[config.mk]
export PLATFORM = sky130hd
export DESIGN_NAME = bstap_controller
export DESIGN_NICKNAME = d
export VERILOG_FILES = /design/src/hw/bstap_pkg.sv /design/src/hw/bstap_controller.sv
export SDC_FILE = /design/constraint.sdc
export NUM_CORES = 1
export LEC_CHECK = 0
export BUFFER_PORTS_ARGS = -buffer_cell sky130_fd_sc_hd__buf_2
export CAP_MARGIN = 20
export CORE_MARGIN = 8
export CORE_UTILIZATION = 55
export CTS_BUF_LIST = sky130_fd_sc_hd__clkbuf_8
export DETAILED_ROUTE_END_ITERATION = 10
export PLACE_DENSITY = 0.78
export SYNTH_ARGS = -nofsm -noshare
export SYNTH_HDL_FRONTEND = slang
export SYNTH_SLANG_ARGS = --single-unit
[constraint.sdc]
create_clock -name i_clk -period 2.4 [get_ports i_clk]
set_clock_uncertainty 0.05 [all_clocks]
set_input_delay 0.24 -clock i_clk [delete_from_list [all_inputs] [get_ports i_clk]]
set_output_delay 0.24 -clock i_clk [all_outputs]
set_load 0.005 [all_outputs]
[src/hw/bstap_pkg.sv]
// Package of constants and types for the boundary-scan test access port controller
package bstap_pkg;

    // ------------------------------------------------------------------
    // Register lengths
    // ------------------------------------------------------------------
    localparam int IR_WIDTH = 8;
    localparam int BOUNDARY_WIDTH = 36;
    localparam int CONTROL_WIDTH = 11;

    // ------------------------------------------------------------------
    // Reset and capture values
    // ------------------------------------------------------------------
    localparam logic [IR_WIDTH-1:0] IR_RESET_VALUE = 8'hFF;
    localparam logic [IR_WIDTH-1:0] IR_CAPTURE_VALUE = 8'h81;
    localparam logic [BOUNDARY_WIDTH-1:0] BOUNDARY_RESET_VALUE = 36'h0_0000_0000;
    localparam logic [CONTROL_WIDTH-1:0] CONTROL_RESET_VALUE = 11'h002;
    localparam logic BYPASS_CAPTURE_VALUE = 1'b0;

    // ------------------------------------------------------------------
    // Instruction codes that select a data register
    // ------------------------------------------------------------------
    localparam logic [IR_WIDTH-1:0] OPC_BOUNDARY = 8'h00;
    localparam logic [IR_WIDTH-1:0] OPC_CONTROL = 8'h0A;
    localparam logic [IR_WIDTH-1:0] OPC_RUN_TEST = 8'h09;

    // ------------------------------------------------------------------
    // Controller states
    // ------------------------------------------------------------------
    typedef enum logic [3:0] {
        ST_TEST_LOGIC_RESET = 4'h0,
        ST_RUN_TEST_IDLE = 4'h1,
        ST_SELECT_DR = 4'h2,
        ST_CAPTURE_DR = 4'h3,
        ST_SHIFT_DR = 4'h4,
        ST_EXIT1_DR = 4'h5,
        ST_PAUSE_DR = 4'h6,
        ST_EXIT2_DR = 4'h7,
        ST_UPDATE_DR = 4'h8,
        ST_SELECT_IR = 4'h9,
        ST_CAPTURE_IR = 4'hA,
        ST_SHIFT_IR = 4'hB,
        ST_EXIT1_IR = 4'hC,
        ST_PAUSE_IR = 4'hD,
        ST_EXIT2_IR = 4'hE,
        ST_UPDATE_IR = 4'hF
    } bstap_state_t;

    // ------------------------------------------------------------------
    // Pin sampling chain and module state
    // ------------------------------------------------------------------
    typedef struct packed {
        logic tck;
        logic tms;
        logic tdi;
    } bstap_pins_t;

    typedef struct packed {
        bstap_pins_t meta;
        bstap_pins_t sync;
        logic tck_prev;
        bstap_state_t tap;
        logic [IR_WIDTH-1:0] ir_shift;
        logic [IR_WIDTH-1:0] ir_current;
        logic [BOUNDARY_WIDTH-1:0] boundary_shift;
        logic [BOUNDARY_WIDTH-1:0] boundary_latch;
        logic [CONTROL_WIDTH-1:0] control_shift;
        logic [CONTROL_WIDTH-1:0] control_latch;
        logic bypass;
        logic tdo;
        logic tdo_oe;
        logic test_mode;
        logic op_run;
    } bstap_regs_t;

    localparam bstap_regs_t REGS_RESET = '{
        meta: '{tck: 1'b0, tms: 1'b1, tdi: 1'b1},
        sync: '{tck: 1'b0, tms: 1'b1, tdi: 1'b1},
        tck_prev: 1'b0,
        tap: ST_TEST_LOGIC_RESET,
        ir_shift: IR_RESET_VALUE,
        ir_current: IR_RESET_VALUE,
        boundary_shift: BOUNDARY_RESET_VALUE,
        boundary_latch: BOUNDARY_RESET_VALUE,
        control_shift: CONTROL_RESET_VALUE,
        control_latch: CONTROL_RESET_VALUE,
        bypass: BYPASS_CAPTURE_VALUE,
        tdo: 1'b0,
        tdo_oe: 1'b0,
        test_mode: 1'b0,
        op_run: 1'b0
    };

endpackage

[src/hw/bstap_controller.sv]
// Boundary-scan test access port controller with instruction and data registers
//
// Summary of operation
// - Sample on rising TCK, drive on falling
// - IR 8, boundary 36, control 11, bypass 1
// - Shift stage plus shadow latch, bypass none
// - Sixteen states advancing on rising TCK
// - Six stable states, ten single-cycle states
// - Power-up in reset state, test logic off
// - TMS high reaches reset within five cycles
// - Reset state loads instruction all ones
// - Reset clears every boundary bit
// - Reset loads control register with bit 1
// - Control operation runs only in Run-Test/Idle
// - Select states do nothing, leave next cycle
// - Capture-DR loads boundary or bypass register leaving state
// - TDO driven from first falling edge, LSB
// - One shift per rising edge, TDI toward TDO
// - TDO released on falling edge in Exit1
// - Return to shift keeps contents, no capture
// - Pause states hold partial contents indefinitely
// - Update-DR loads shadow on falling edge
// - Capture-IR loads fixed status pattern
// - Update-IR makes new instruction current
// - Bypass captures zero in Capture-DR
// - Control register unchanged in Capture-DR
`timescale 1ns/10ps
`default_nettype none

module bstap_controller (
    input wire logic i_clk,
    input wire logic i_reset,
    input wire logic i_tck,
    input wire logic i_tms,
    input wire logic i_tdi,
    input wire logic [bstap_pkg::BOUNDARY_WIDTH-1:0] i_boundary_capture,
    output logic o_tdo,
    output logic o_tdo_oe,
    output logic o_test_mode,
    output logic o_op_run,
    output logic [bstap_pkg::CONTROL_WIDTH-1:0] o_control,
    output logic [bstap_pkg::BOUNDARY_WIDTH-1:0] o_boundary,
    output logic [bstap_pkg::IR_WIDTH-1:0] o_instruction,
    output logic [3:0] o_tap_state
);

    // ------------------------------------------------------------------
    // State graph
    // ------------------------------------------------------------------
    function automatic bstap_pkg::bstap_state_t tap_step(
        input bstap_pkg::bstap_state_t cur,
        input logic tms
    );
        bstap_pkg::bstap_state_t nx;
        nx = bstap_pkg::ST_TEST_LOGIC_RESET;
        case (cur)
            bstap_pkg::ST_TEST_LOGIC_RESET: begin
                nx = tms ? bstap_pkg::ST_TEST_LOGIC_RESET : bstap_pkg::ST_RUN_TEST_IDLE;
            end
            bstap_pkg::ST_RUN_TEST_IDLE: begin
                nx = tms ? bstap_pkg::ST_SELECT_DR : bstap_pkg::ST_RUN_TEST_IDLE;
            end
            bstap_pkg::ST_SELECT_DR: begin
                nx = tms ? bstap_pkg::ST_SELECT_IR : bstap_pkg::ST_CAPTURE_DR;
            end
            bstap_pkg::ST_CAPTURE_DR: begin
                nx = tms ? bstap_pkg::ST_EXIT1_DR : bstap_pkg::ST_SHIFT_DR;
            end
            bstap_pkg::ST_SHIFT_DR: begin
                nx = tms ? bstap_pkg::ST_EXIT1_DR : bstap_pkg::ST_SHIFT_DR;
            end
            bstap_pkg::ST_EXIT1_DR: begin
                nx = tms ? bstap_pkg::ST_UPDATE_DR : bstap_pkg::ST_PAUSE_DR;
            end
            bstap_pkg::ST_PAUSE_DR: begin
                nx = tms ? bstap_pkg::ST_EXIT2_DR : bstap_pkg::ST_PAUSE_DR;
            end
            bstap_pkg::ST_EXIT2_DR: begin
                nx = tms ? bstap_pkg::ST_UPDATE_DR : bstap_pkg::ST_SHIFT_DR;
            end
            bstap_pkg::ST_UPDATE_DR: begin
                nx = tms ? bstap_pkg::ST_SELECT_DR : bstap_pkg::ST_RUN_TEST_IDLE;
            end
            bstap_pkg::ST_SELECT_IR: begin
                nx = tms ? bstap_pkg::ST_TEST_LOGIC_RESET : bstap_pkg::ST_CAPTURE_IR;
            end
            bstap_pkg::ST_CAPTURE_IR: begin
                nx = tms ? bstap_pkg::ST_EXIT1_IR : bstap_pkg::ST_SHIFT_IR;
            end
            bstap_pkg::ST_SHIFT_IR: begin
                nx = tms ? bstap_pkg::ST_EXIT1_IR : bstap_pkg::ST_SHIFT_IR;
            end
            bstap_pkg::ST_EXIT1_IR: begin
                nx = tms ? bstap_pkg::ST_UPDATE_IR : bstap_pkg::ST_PAUSE_IR;
            end
            bstap_pkg::ST_PAUSE_IR: begin
                nx = tms ? bstap_pkg::ST_EXIT2_IR : bstap_pkg::ST_PAUSE_IR;
            end
            bstap_pkg::ST_EXIT2_IR: begin
                nx = tms ? bstap_pkg::ST_UPDATE_IR : bstap_pkg::ST_SHIFT_IR;
            end
            bstap_pkg::ST_UPDATE_IR: begin
                nx = tms ? bstap_pkg::ST_SELECT_DR : bstap_pkg::ST_RUN_TEST_IDLE;
            end
            default: begin
                nx = bstap_pkg::ST_TEST_LOGIC_RESET;
            end
        endcase
        return nx;
    endfunction

    // ------------------------------------------------------------------
    // State registers
    // ------------------------------------------------------------------
    bstap_pkg::bstap_regs_t regs_reg;
    bstap_pkg::bstap_regs_t regs_next;

    logic tck_rise;
    logic tck_fall;
    logic sel_boundary;
    logic sel_control;
    logic in_shift;
    logic dr_lsb;

    // ------------------------------------------------------------------
    // Next-state logic
    // ------------------------------------------------------------------
    always_comb begin
        regs_next = regs_reg;

        // Two-stage synchroniser; only the second stage is read below
        regs_next.meta.tck = i_tck;
        regs_next.meta.tms = i_tms;
        regs_next.meta.tdi = i_tdi;
        regs_next.sync = regs_reg.meta;
        regs_next.tck_prev = regs_reg.sync.tck;

        tck_rise = regs_reg.sync.tck & ~regs_reg.tck_prev;
        tck_fall = ~regs_reg.sync.tck & regs_reg.tck_prev;

        sel_boundary = (regs_reg.ir_current == bstap_pkg::OPC_BOUNDARY);
        sel_control = (regs_reg.ir_current == bstap_pkg::OPC_CONTROL);
        in_shift = (regs_reg.tap == bstap_pkg::ST_SHIFT_DR) ||
                   (regs_reg.tap == bstap_pkg::ST_SHIFT_IR);

        if (sel_boundary) begin
            dr_lsb = regs_reg.boundary_shift[0];
        end else if (sel_control) begin
            dr_lsb = regs_reg.control_shift[0];
        end else begin
            dr_lsb = regs_reg.bypass;
        end

        // Rising edge: capture and shift, then advance
        if (tck_rise) begin
            case (regs_reg.tap)
                bstap_pkg::ST_CAPTURE_DR: begin
                    if (sel_boundary) begin
                        regs_next.boundary_shift = i_boundary_capture;
                    end else if (!sel_control) begin
                        regs_next.bypass = bstap_pkg::BYPASS_CAPTURE_VALUE;
                    end
                    // Control register keeps its contents here
                end
                bstap_pkg::ST_SHIFT_DR: begin
                    if (sel_boundary) begin
                        regs_next.boundary_shift = {regs_reg.sync.tdi,
                            regs_reg.boundary_shift[bstap_pkg::BOUNDARY_WIDTH-1:1]};
                    end else if (sel_control) begin
                        regs_next.control_shift = {regs_reg.sync.tdi,
                            regs_reg.control_shift[bstap_pkg::CONTROL_WIDTH-1:1]};
                    end else begin
                        regs_next.bypass = regs_reg.sync.tdi;
                    end
                end
                bstap_pkg::ST_CAPTURE_IR: begin
                    regs_next.ir_shift = bstap_pkg::IR_CAPTURE_VALUE;
                end
                bstap_pkg::ST_SHIFT_IR: begin
                    regs_next.ir_shift = {regs_reg.sync.tdi,
                        regs_reg.ir_shift[bstap_pkg::IR_WIDTH-1:1]};
                end
                default: begin
                    // Other states move no data
                end
            endcase
            regs_next.tap = tap_step(regs_reg.tap, regs_reg.sync.tms);
        end

        // Falling edge: outputs and shadow updates
        if (tck_fall) begin
            regs_next.tdo_oe = in_shift;
            if (regs_reg.tap == bstap_pkg::ST_SHIFT_IR) begin
                regs_next.tdo = regs_reg.ir_shift[0];
            end else if (regs_reg.tap == bstap_pkg::ST_SHIFT_DR) begin
                regs_next.tdo = dr_lsb;
            end
            if (regs_reg.tap == bstap_pkg::ST_UPDATE_DR) begin
                if (sel_boundary) begin
                    regs_next.boundary_latch = regs_reg.boundary_shift;
                end else if (sel_control) begin
                    regs_next.control_latch = regs_reg.control_shift;
                end
            end
            if (regs_reg.tap == bstap_pkg::ST_UPDATE_IR) begin
                regs_next.ir_current = regs_reg.ir_shift;
            end
        end

        // Entering or staying in reset state holds test logic reset
        if (regs_next.tap == bstap_pkg::ST_TEST_LOGIC_RESET) begin
            regs_next.ir_shift = bstap_pkg::IR_RESET_VALUE;
            regs_next.ir_current = bstap_pkg::IR_RESET_VALUE;
            regs_next.boundary_shift = bstap_pkg::BOUNDARY_RESET_VALUE;
            regs_next.boundary_latch = bstap_pkg::BOUNDARY_RESET_VALUE;
            regs_next.control_shift = bstap_pkg::CONTROL_RESET_VALUE;
            regs_next.control_latch = bstap_pkg::CONTROL_RESET_VALUE;
        end

        // Test mode only outside reset state and with boundary instruction
        regs_next.test_mode = (regs_reg.tap != bstap_pkg::ST_TEST_LOGIC_RESET) &&
                              sel_boundary;
        regs_next.op_run = (regs_reg.tap == bstap_pkg::ST_RUN_TEST_IDLE) &&
                           (regs_reg.ir_current == bstap_pkg::OPC_RUN_TEST);

        if (i_reset) begin
            regs_next = bstap_pkg::REGS_RESET;
        end
    end

    always_ff @(posedge i_clk) begin
        regs_reg <= regs_next;
    end

    // ------------------------------------------------------------------
    // Outputs
    // ------------------------------------------------------------------
    assign o_tdo = regs_reg.tdo;
    assign o_tdo_oe = regs_reg.tdo_oe;
    assign o_test_mode = regs_reg.test_mode;
    assign o_op_run = regs_reg.op_run;
    assign o_control = regs_reg.control_latch;
    assign o_boundary = regs_reg.boundary_latch;
    assign o_instruction = regs_reg.ir_current;
    assign o_tap_state = regs_reg.tap;

endmodule

`default_nettype wire

# Yosys cells after proc, flatten, opt, wreduce, memory -nomap -nowiden
# Index checks and enable logic that the tools add are counted.
# classes
mux,27
n_reduce_logical,22
eq_ne,23
bitwise_logic,5
# ops
op,n
two-way mux 36 bit,2
case mux 36 bit (2 select lines),1
case mux 4 bit (12 select lines),1
== test 4 bit (second input constant),8
== test 4 x 3 -> 1 bit (second input constant),4
== test 8 x 4 -> 1 bit (second input constant),2
two-way mux 4 bit,4
case mux 8 bit (2 select lines),1
two-way mux 12 bit,1
!= test 2 bit (second input constant),6
AND reduction 4 bit,3
two-way mux 1 bit,11
== test 4 x 2 -> 1 bit (second input constant),2
zero test 4 bit,2
zero test 8 bit,1
two-way mux 2 bit,3
two-way mux 3 bit,2
AND reduction 2 bit,3
AND reduction 6 bit,1
nonzero test 2 bit,3
OR reduction 2 bit,3
== test 4 x 1 -> 1 bit (second input constant),1
nonzero test 4 bit,1
NOT 1 bit,3
other kinds (6),8
# totals
elab_cells,96
in_bits,41
register_bits,126
out_inout_bits,63

# Logic depth before layout (Yosys ltp)
# Gate-level depths: netlist (run 1).
# depth
depth_word,6
mapped_depth,7

# Least setup slack after synthesis (run 1)
# No wires, ideal clock.
# synth_path
path_kind,register to register
startpoint,register regs_reg (netlist bit o_instruction[2])
endpoint,register regs_reg[17] (netlist bit)
t_arrival_ns,1.711
period_less_slack_ns,1.898
stages_incl_launch_ff,6
required_time_ns,2.213
setup_slack_ns,0.502
setup_time_ns,0.137
path_cell_list,dfxtp_1 or4_4 or4_4 buf_6 o21ai_1 nand3_1
# synth_between
elab_chain_cells,3
# synth_rtl
item,line,rtl
start: declaration,bstap_controller.sv:115,bstap_pkg::bstap_regs_t regs_reg;
start signal: assignment,bstap_controller.sv:232,regs_reg <= regs_next;
zero test 8 bit,bstap_controller.sv:141,sel_boundary = (regs_reg.ir_current == bstap_pkg::OPC_BOUNDARY);
NOT 1 bit (no source line),n/a,
AND reduction 4 bit (no source line) (*),n/a,
# Every way passes the cells marked *; elsewhere a longest branch is shown, timed or not.
# A chain may end at the register's enable or synchronous reset.

# Worst setup path in the final report (run 1)
# layout_path
startpoint,register regs_reg (netlist bit o_instruction[2])
endpoint,register regs_reg[16] (netlist bit)
# The elaborated chain is that of the path after synthesis.

==> results of run 1 <==
## where the power goes
group / internal (W) / switching, W / total (W)
combinational: 0.0000582 / 0.0000808 / 0.000139
clock: 0.00125 / 0.000820 / 0.00207
sequential: 0.00210 / 0.00000842 / 0.00211
total: 0.00340 / 0.000909 / 0.00431
## cell type report
class / instances / area, µm²
clock buffers: 18 / 248
clock inverters: 14 / 199
fillers: 960 / 4090
inverters: 3 / 11.3
multi-input cells: 455 / 2710
flip-flops and latches: 126 / 2520
well taps: 140 / 175
repair buffers: 127 / 791
## final timing paths
| path | start | end | slack, ns | cells after the start |
|---|---|---|---|---|
| max | o_instruction[2] | regs_reg[16] | 0.37 | 4 |
| min | i_boundary_capture[5] | regs_reg[68] | 0.03 | 3 |
| max reg2reg | o_instruction[2] | regs_reg[16] | 0.37 | 4 |
| min reg2reg | regs_reg[124] | regs_reg[121] | 0.36 | 1 |
## metal layers
metal	up-vias	wire length [µm]
met5	-	0
met4	0	289
met3	31	1040
met2	183	7270
met1	2496	6390
li1	2513	-
## critical path: stages (launching register included)
cell	delay, ns
dfxtp_1	0.34
or4_4	0.57
or4_4	0.64
o21ai_0	0.22
a21oi_1	0.09
## cell usage in the layout (no fill, tap or decap), drive strengths merged, types with 2 or more instances in the layout
cell type and instances:
nor2 15, and3 4, nand2 94, mux2i 10
nor3b 3, a311oi 39, bufinv 5, buf 124
o21ai 65, inv 5, nor4 2, nor3 3
clkinv 6, dlygate4sd3 3, nand4b 2, or3 3
nand3 76, a2111oi 3, nand3b 2, nor2b 7
or2 5, dfxtp 126, a21oi 102, a211oi 3
clkbuf 18, or4 2
## cells by family (layout without fill, tap and decap cells)
group / after synthesis / in the layout
AO/OA/AOI/OAI: 221 / 221
XOR/XNOR: 1 / 1
buffers and inverters: 131 / 162
flip-flops: 126 / 126
multiplexers: 10 / 10
AND/OR/NAND/NOR: 223 / 223
## stage by stage
stage                     instances  cell area [µm²]  hold WS (ns)
final                           883             6650        0.0282
after global routing            883             6650        0.0162
after CTS                       883             6650        0.0101
after detailed placement        848             6180         0.345
after global placement          848             6180         0.344
after floorplan                 712             6030         0.294
==> impl_results.md, run 1 <==
* CP Class: register to register
* Area leader, netlist: dfxtp_1
* Final Hold Vio Count at 0
* Pwr dens at 648 nW/µm²
* Power, Total at 0.00431 W
* Outcome: finished, final reports clean
* Initial antenna violation count at 0
* Grt met2 use at 33.9%
* Post-synthesis mux area share at 1.66%
* Largest net degree at the start of global routing at 73
* Fraction of synthesized cell area in xor and xnor cells at 0.145%
* Pin slew with the least headroom to its limit at 0.667 ns
* Nets@finish at 771
* Area Overhead vs Synth at 10.4%
* HPWL Detailed at 9720 µm
* WP data required at 2.67 ns
* Yosys cell types at 47
* Setup TNS at 0 ns
* Element type at the critical path end: register
* Clock root buffer: clkbuf_8
* Largest family of logic cells by synthesized area: compound AO/OA/AOI/OAI gates
* Met1 layer usage reported by global route at 24.7%
* Post-synth ARST share at 0%
* Final WS setup at 0.370 ns
* Worst-path maximum fanout at 22
* Postcts setup bufs at 0
* Avg Inst Size Synth at 8.46 µm²
* Netlist Area Pre-Place at 6030 µm²
* Yosys top cell area share at 41.9%
* Final period util at 84.6%
* Via count at 5223
* Leakage power at 2.34 nW
* Worst-Skew Late Latency at 0.44 ns
* Total CTS buffers at 17
* Setup WS pre-CTS at 0.406 ns
* Worst-path clk slew at 0.07 ns
* DRC Markers at 0
* Detailed Routing Iterations Pass 1 at 5
* Vias per inst at 5.92
* Max reg flops at 63
* RSZ-0062 raised after global routing: no
* FMAX at 492 MHz
* CTS tree: built
* Flops & latches, synth at 126
* Worst Hold Class: primary input to register
* DIE AREA at 14600 µm²
* Arrival time at the worst endpoint at 2.30 ns
* Met3 Usage GRT at 5.78%
* Die W at 121 µm
* Wirelength per Cell at 17.0 µm
* Synth top cells by count: dfxtp_1 (126), a21oi_1 (102), nand2_1 (94)
* Top_reg_cell synth: dfxtp_1
* Clock Path Buffers at 2
* Gpl congestion at 0.833
* Synth Net Count at 753
* CP startpoint kind: register
* Synth warn at 0
* Starting Density at 56.1%
* Starting DRC count in detailed routing at 532
* Gr busiest metal: met2
* Worst vdd ir at 365 µV
* Slew Viols, Final at 0
* Final setup vio count at 0
* Share of the core filled with cells at 61.9%
* Post-CTS Hold Buffers at 3
* # H-tree levels at 4
* Port Buffers at 103
* Mapped Cells at 712
* Adder-Cell Fraction of Synth Area at 0%
* Post-CTS sizing at 0
* Sequential fraction of the synthesis area at 41.9%
* EDFF count, synth at 0
* IO Pins at 104
* GRT overflow at 0
* Die Span Y at 121 µm
* Max cap viols at 0
* Final antenna diode count at 0
* Placement row count at 38
* Core area at 10700 µm²
* Ratio of cells with drive above 1 in the final layout at 26.8%
* Routed Antenna Nets at 0
* Clock Sinks at 126
* Count leader, synth: dfxtp_1
* Post-synthesis simple-gate area fraction at 18.0%
* Tmin final at 2.03 ns
* Vias in the first global route at 5300
* GRT Total Usage at 20.7%
* Post-synthesis compound-gate area fraction at 24.9%
* Post-Route WL at 15000 µm
* Top cells by area, synth: dfxtp_1 (42%), a21oi_1 (8.5%), buf_4 (8.2%)
* Slew HR at 55.5%
* First-pass GRT wire length at 24900 µm
Power figures use the tool's default switching activity.
==> run 2, diff against run 1 <==
==> constraint.sdc (replaced) <==
create_clock -name i_clk -period 1.9 [get_ports i_clk]
set_clock_uncertainty 0.05 [all_clocks]
set_input_delay 0.19 -clock i_clk [delete_from_list [all_inputs] [get_ports i_clk]]
set_output_delay 0.19 -clock i_clk [all_outputs]
set_load 0.005 [all_outputs]
==> impl_results.md, run 2 (synthesis results as in run 1) <==
* Finished Layout Cells at 934 (+5.8%)
* Setup TNS at 0 ns (unchanged)
* Placement row count at 38 (unchanged)
* Commonest cells after routing, fill and taps aside: dfxtp_1 (124), buf_2 (103), nand2_1 (94), a21oi_1 (92), nand3_1 (69)
* # fillers at 861 (-10%)
* CP Class: register to register
* Most common cell after layout, fill and taps aside: dfxtp_1
* FF-to-FF End: regs_reg[81]
* Vias in the first global route at 5162 (-2.6%)
* Outcome: finished, final reports clean
* Slew HR at 67.5% (+12 points)
* Pwr dens at 694 nW/µm² (+7.1%)
* Clock root buffer: clkbuf_8
* Starting Density at 56.1% (unchanged)
* Max reg flops at 63 (unchanged)
* NetSw at 0.00118 W (+30%)
* Clock Path Buffers at 2 (unchanged)
* Gpl congestion at 0.861 (+3.3%)
* Worst-Skew Late Latency at 0.44 ns (about the same)
* Worst r2r path cells at 7 (+3)
* Logic gate share of total power at 4.5% (+1.3 points)
* Clock Power Share at 43.0% (-5.0 points)
* Register share of total power at 52.6% (+3.8 points)
* Tmin final at 1.89 ns (-0.138 ns)
* Port Buffers at 103 (unchanged)
* WP data required at 2.20 ns (-0.47 ns)
* Starting DRC count in detailed routing at 741 (+39%)
* Largest net degree at the start of global routing at 48 (-34%)
* Worst vdd ir at 356 µV (-2.5%)
* # H-tree levels at 4 (unchanged)
* Initial antenna violation count at 0 (unchanged)
* Sw frac at 23.4% (+2.3 points)
* Detailed Routing Iterations Pass 1 at 6 (+1)
* Routed Antenna Nets at 0 (unchanged)
* Final period util at 99.6% (+15 points)
* Final Hold Vio Count at 0 (unchanged)
* Ratio of cells with drive above 1 in the final layout at 32.4% (+5.6 points)
* Final setup vio count at 0 (unchanged)
* Worst-path maximum fanout at 11 (-50%)
* Final antenna diode count at 0 (unchanged)
* Nets@finish at 823 (+6.7%)
* FMAX at 528 MHz (+7.3%)
* Clock Sinks at 126 (unchanged)
* Register area at 2520 µm² (about the same)
* GRT overflow at 0 (unchanged)
* Area Overhead vs Synth at 20.7%
* Internal power at 0.00387 W (+14%)
* Slew Viols, Final at 0 (unchanged)
* End of the critical path: regs_reg[81]
* HPWL Detailed at 10300 µm (+5.7%)
* Vias per inst at 6.02 (+1.8%)
* Max cap viols at 0 (unchanged)
* GRT Total Usage at 21.2% (+0.48 points)
* Pin slew with the least headroom to its limit at 0.487 ns (-0.180 ns)
* Post-Route WL at 16900 µm (+13%)
* RSZ-0062 raised after global routing: yes
* Core area at 10700 µm² (unchanged)
* Worst-path clk slew at 0.07 ns (about the same)
* Worst Hold Class: primary input to register
* Inst Count DP at 868 (+2.4%)
* Multi-input logic area at 2880 µm² (+6.2%)
* Via count at 5622 (+7.6%)
* Reg2Reg Setup Slack at 0.007 ns (-0.36 ns)
* Arrival time at the worst endpoint at 2.19 ns (-0.11 ns)
* DIE AREA at 14600 µm² (unchanged)
* Leakage power at 2.57 nW (+9.7%)
* First-pass GRT wire length at 25400 µm (+2.1%)
* Element type at the critical path end: register
* IO Pins at 104 (unchanged)
* DRC Markers at 0 (unchanged)
* Hold_ws at 0.0144 ns (-0.0139 ns)
* CTS tree: built
* CP startpoint kind: register
* Die W at 121 µm (unchanged)
* Total CTS buffers at 17 (unchanged)
* Die Span Y at 121 µm (unchanged)
* Wirelength per Cell at 18.1 µm (+6.6%)
* FF-to-FF Start: o_instruction[6]
* Crit path from: o_instruction[6]
==> run 2: changes by cell type in the layout (fill, tap and decap cells not counted), moves of 4 or more <==
cell and change:
nand3_2 +6, nand3_1 -7, bufinv_16 -4, buf_4 +18
buf_6 +5, clkbuf_16 +4, dlygate4sd3_1 +22, o21ai_2 +4
clkinvlp_4 +4, a21oi_1 -10, a21oi_2 +10
==> run 2: power by group through the flow <==
stage / combinational, W / clock [W] / sequential [W]
6_report: 0.000226 / 0.00217 / 0.00265
5_1_grt: 0.000243 / 0.00232 / 0.00265
4_1_cts: 0.000218 / 0.00220 / 0.00265
3_5_place_dp: 0.000179 / 0 / 0.00271
3_3_place_gp: 0.000175 / 0 / 0.00271
2_1_floorplan: 0.0000989 / 0 / 0.00271
==> run 2: cell type report <==
type,instances,share of cell area [%]
clock buffer,20,3.78
clock inverter,11,1.27
inverter,3,0.155
multi-input combinational,457,39.5
sequential,126,34.7
tap,140,2.41
timing repair buffer,177,18.2
==> run 2: stage by stage <==
stage	instance area (µm²)	total power, W	utilization (%)	worst slack, ns
6_report	7280	0.00505	67.7	0.00743
5_1_grt	7280	0.00522	67.7	-0.0779
4_1_cts	6970	0.00507	64.9	0.00214
3_5_place_dp	6340	0.00289	59.0	-0.129
3_3_place_gp	6340	0.00289	59.0	-0.00912
2_1_floorplan	6030	0.00281	-	0.00166
==> run 2: critical path, cell delays in order (launching register included) <==
cell	delay, ns
dfxtp_2	0.32
buf_4	0.14
nor4_4	0.26
buf_4	0.16
and3_4	0.31
clkbuf_16	0.21
a21oi_1	0.09
a311oi_2	0.26
==> run 2: how the worst min path moves through the flow <==
stage | start | end | slack, ns | cells after the start
after floorplan | i_tdi | regs_reg[123] | 0.24 | 1
after CTS | i_boundary_capture[17] | regs_reg[80] | 0.0005 | 3
after detailed placement | i_tms | regs_reg[124] | 0.32 | 2
final | i_boundary_capture[20] | regs_reg[83] | 0.01 | 3
after global routing | i_boundary_capture[31] | regs_reg[94] | 0.001 | 3
after global placement | i_tdi | regs_reg[123] | 0.32 | 2
==> run 2: routing by layer <==
layer	GRT usage [%]	share of wire, %	vias up
li1	-	-	2619
met1	26.3	41	2683
met2	34.8	49	280
met3	5.31	7.6	40
met4	8.04	2.4	0
met5	0	0	-
==> run 2: repair_timing <==
| action | 4_1_cts | 5_1_grt |
|---|---|---|
| gates resized for setup | 4 | 41 |
| hold buffers | 24 | 1 |
| setup endpoints to repair | 22 | 72 |
| cloned | 0 | 9 |
| hold endpoints to repair | 26 | 1 |
| pin swaps | 1 | 26 |
| buffers inserted | 0 | 1 |
==> run 3, diff against run 2 <==
--- a/config.mk
+++ b/config.mk
@@ -7,11 +7,14 @@
 export LEC_CHECK = 0
 export BUFFER_PORTS_ARGS = -buffer_cell sky130_fd_sc_hd__buf_2
 export CAP_MARGIN = 20
+export CELL_PAD_IN_SITES_DETAIL_PLACEMENT = 0
+export CELL_PAD_IN_SITES_GLOBAL_PLACEMENT = 2
 export CORE_MARGIN = 8
-export CORE_UTILIZATION = 55
+export CORE_UTILIZATION = 34
 export CTS_BUF_LIST = sky130_fd_sc_hd__clkbuf_8
+export CTS_CLUSTER_SIZE = 10
 export DETAILED_ROUTE_END_ITERATION = 10
-export PLACE_DENSITY = 0.78
+export PLACE_DENSITY_LB_ADDON = 0.1
 export SYNTH_ARGS = -nofsm -noshare
 export SYNTH_HDL_FRONTEND = slang
 export SYNTH_SLANG_ARGS = --single-unit
==> impl_results.md, run 3 (synthesis results as in run 1) <==
* Outcome: finished, final reports clean
* Element type at the critical path end: register
* Logic gate share of total power at 4.6% (about the same)
* Slew Viols, Final at 0 (unchanged)
* Vias per inst at 5.23 (-13%)
* DIE AREA at 22200 µm² (+53%)
* Final WS setup at 0.00867 ns (+0.00125 ns)
* Clock Path Buffers at 2 (unchanged)
* Worst vdd ir at 429 µV (+21%)
* DRC Markers at 0 (unchanged)
* CP Class: register to register
* Worst-Skew Late Latency at 0.43 ns (about the same)
* Die Span Y at 149 µm (+24%)
* Reg2Reg Setup Slack at 0.009 ns (about the same)
* Pin slew with the least headroom to its limit at 0.568 ns (+0.0814 ns)
* Arrival time at the worst endpoint at 2.14 ns (-0.05 ns)
* Slew HR at 62.1% (-5.4 points)
* Vias in the first global route at 5194 (+0.62%)
* Worst-path clk slew at 0.07 ns (about the same)
* Wirelength per Cell at 18.2 µm (+0.76%)
* Core area at 17300 µm² (+61%)
* Max reg flops at 63 (unchanged)
* Final period util at 99.5% (about the same)
* FF-to-FF Start: o_instruction[2]
* CTS tree: built
* Slowest stage cell, crit path: or4_4
* GRT overflow at 0 (unchanged)
* Setup TNS at 0 ns (unchanged)
* FF-to-FF End: o_control[1]
* Pwr dens at 688 nW/µm² (-0.82%)
* NetSw at 0.00114 W (-3.6%)
* Total CTS buffers at 17 (unchanged)
* Detailed Routing Iterations Pass 1 at 4 (-2)
* Sw frac at 21.4% (-1.9 points)
* WP data required at 2.15 ns (-0.05 ns)
* Worst Hold Class: primary input to register
* End of the critical path: o_control[1]
* IO Pins at 104 (unchanged)
* First-pass GRT wire length at 28100 µm (+11%)
* Tmin final at 1.89 ns (-0.00125 ns)
* Most common cell after layout, fill and taps aside: dfxtp_1
* Port Buffers at 103 (unchanged)
* FMAX at 529 MHz (about the same)
* GRT Total Usage at 15.8% (-5.4 points)
* CP Buf/Inv Count at 0 (-3)
* Clock Sinks at 126 (unchanged)
* Final antenna diode count at 0 (unchanged)
* Post-Route WL at 19000 µm (+12%)
* Via count at 5436 (-3.3%)
* CP startpoint kind: register
* Starting Density at 34.8% (-21 points)
* Worst-path maximum fanout at 6 (-5)
* Placement row count at 48 (+26%)
* Clock root buffer: clkbuf_8
* Clock Power Share at 45.5% (+2.5 points)
* Setup WS pre-CTS at -0.0922 ns (+0.0365 ns)
* Final setup vio count at 0 (unchanged)
* Final Hold Vio Count at 0 (unchanged)
* Routed Antenna Nets at 0 (unchanged)
* Die W at 149 µm (+24%)
* Crit path from: o_instruction[2]
* Internal power at 0.00418 W (+7.9%)
* # H-tree levels at 4 (unchanged)
* Register area at 2530 µm² (about the same)
* Area Overhead vs Synth at 28.1%
* Largest net degree at the start of global routing at 48 (unchanged)
* Register share of total power at 50.0% (-2.6 points)
* Nets@finish at 845 (+2.7%)
* Share of the core filled with cells at 44.6% (-23 points)
* HPWL Detailed at 11600 µm (+13%)
* Multi-input logic area at 2830 µm² (-1.4%)
* Ratio of cells with drive above 1 in the final layout at 31.8% (-0.59 points)
* RSZ-0062 raised after global routing: yes
* Commonest cells after routing, fill and taps aside: dfxtp_1 (122), buf_2 (103), a21oi_1 (99), nand2_1 (94), nand3_1 (73)
* Leakage power at 2.76 nW (+7.5%)
* Max cap viols at 0 (unchanged)
* Crit-path cells: or4_4, or4_4, o21ai_2, nand3_1
* Gpl congestion at 0.740 (-14%)
* CP top delay family: simple AND/OR/NAND/NOR gates
* # fillers at 1758 (+100%)
* Initial antenna violation count at 0 (unchanged)
* CP Depth at 4 (-3)
* Most used cell, CP: or4_4
* Starting DRC count in detailed routing at 343 (-54%)
* Hold_ws at 0.0294 ns (+0.0150 ns)
* Worst r2r path cells at 4 (-3)
* Slowest stage delay, CP at 0.61 ns (+0.29 ns)
==> run 3: changes by cell type in the layout (fill, tap and decap cells not counted), sizes merged, moves of 3 or more <==
cell and delta:
clkinvlp -4, dlygate4sd3 +10, buf +7, inv +3, clkbuf +5, clkinv -3
==> run 3: layer usage <==
metal,track usage [%],up-vias,part of all wire (%)
met1,21.3,2641,50
met4,3.79,0,0.63
met3,4.31,9,5.1
li1,-,2671,-
met5,0,-,0
met2,24.4,115,45
==> run 3: area by class of cell <==
cell class / count / area share, %
clock buffers: 21 / 3.74
inverters: 3 / 0.146
multi-input cells: 458 / 36.7
repair buffers: 198 / 21.5
clock inverters: 9 / 1.54
well taps: 225 / 3.65
flip-flops and latches: 126 / 32.7
==> run 3: through the flow <==
stage | cell area [µm²] | std cells | power, W
final | 7720 | 1040 | 0.00531
after global routing | 7720 | 1040 | 0.00552
after CTS | 7340 | 1026 | 0.00540
after detailed placement | 6550 | 960 | 0.00290
after global placement | 6550 | 960 | 0.00290
after floorplan | 6030 | 712 | 0.00281
==> run 3: power groups by stage <==
stage / sequential, W / combinational (W) / clock, W
final: 0.00266 / 0.000243 / 0.00242
after CTS: 0.00265 / 0.000245 / 0.00250
after detailed placement: 0.00272 / 0.000187 / 0
after global placement: 0.00272 / 0.000187 / 0
after global routing: 0.00265 / 0.000264 / 0.00261
after floorplan: 0.00271 / 0.0000989 / 0
==> run 3: what timing repair did <==
action,in CTS,in global routing
endpoints found under the setup margin,50,78
pin swaps,2,33
resized for setup,6,30
endpoints found under the hold margin,35,0
buffers inserted,0,2
gates cloned,1,12
hold buffers,35,0
==> run 3: worst min-delay path by stage <==
stage / slack [ns] / start / endpoint / cells past startpoint
CTS: 0.004 / i_boundary_capture[24] / regs_reg[87] / 3
finish: 0.03 / i_boundary_capture[22] / regs_reg[85] / 3
global placement: 0.32 / i_tms / regs_reg[124] / 2
global route: 0.002 / i_boundary_capture[22] / regs_reg[85] / 3
floorplan: 0.24 / i_tdi / regs_reg[123] / 1
detailed placement: 0.33 / i_tms / regs_reg[124] / 2
==> run 3: worst min-delay path, delay by kind of cell <==
family                 cells  cell delay, ns
AO/OA/AOI/OAI              1            0.10
buffers and inverters      1            0.09
AND/OR/NAND/NOR            1            0.07
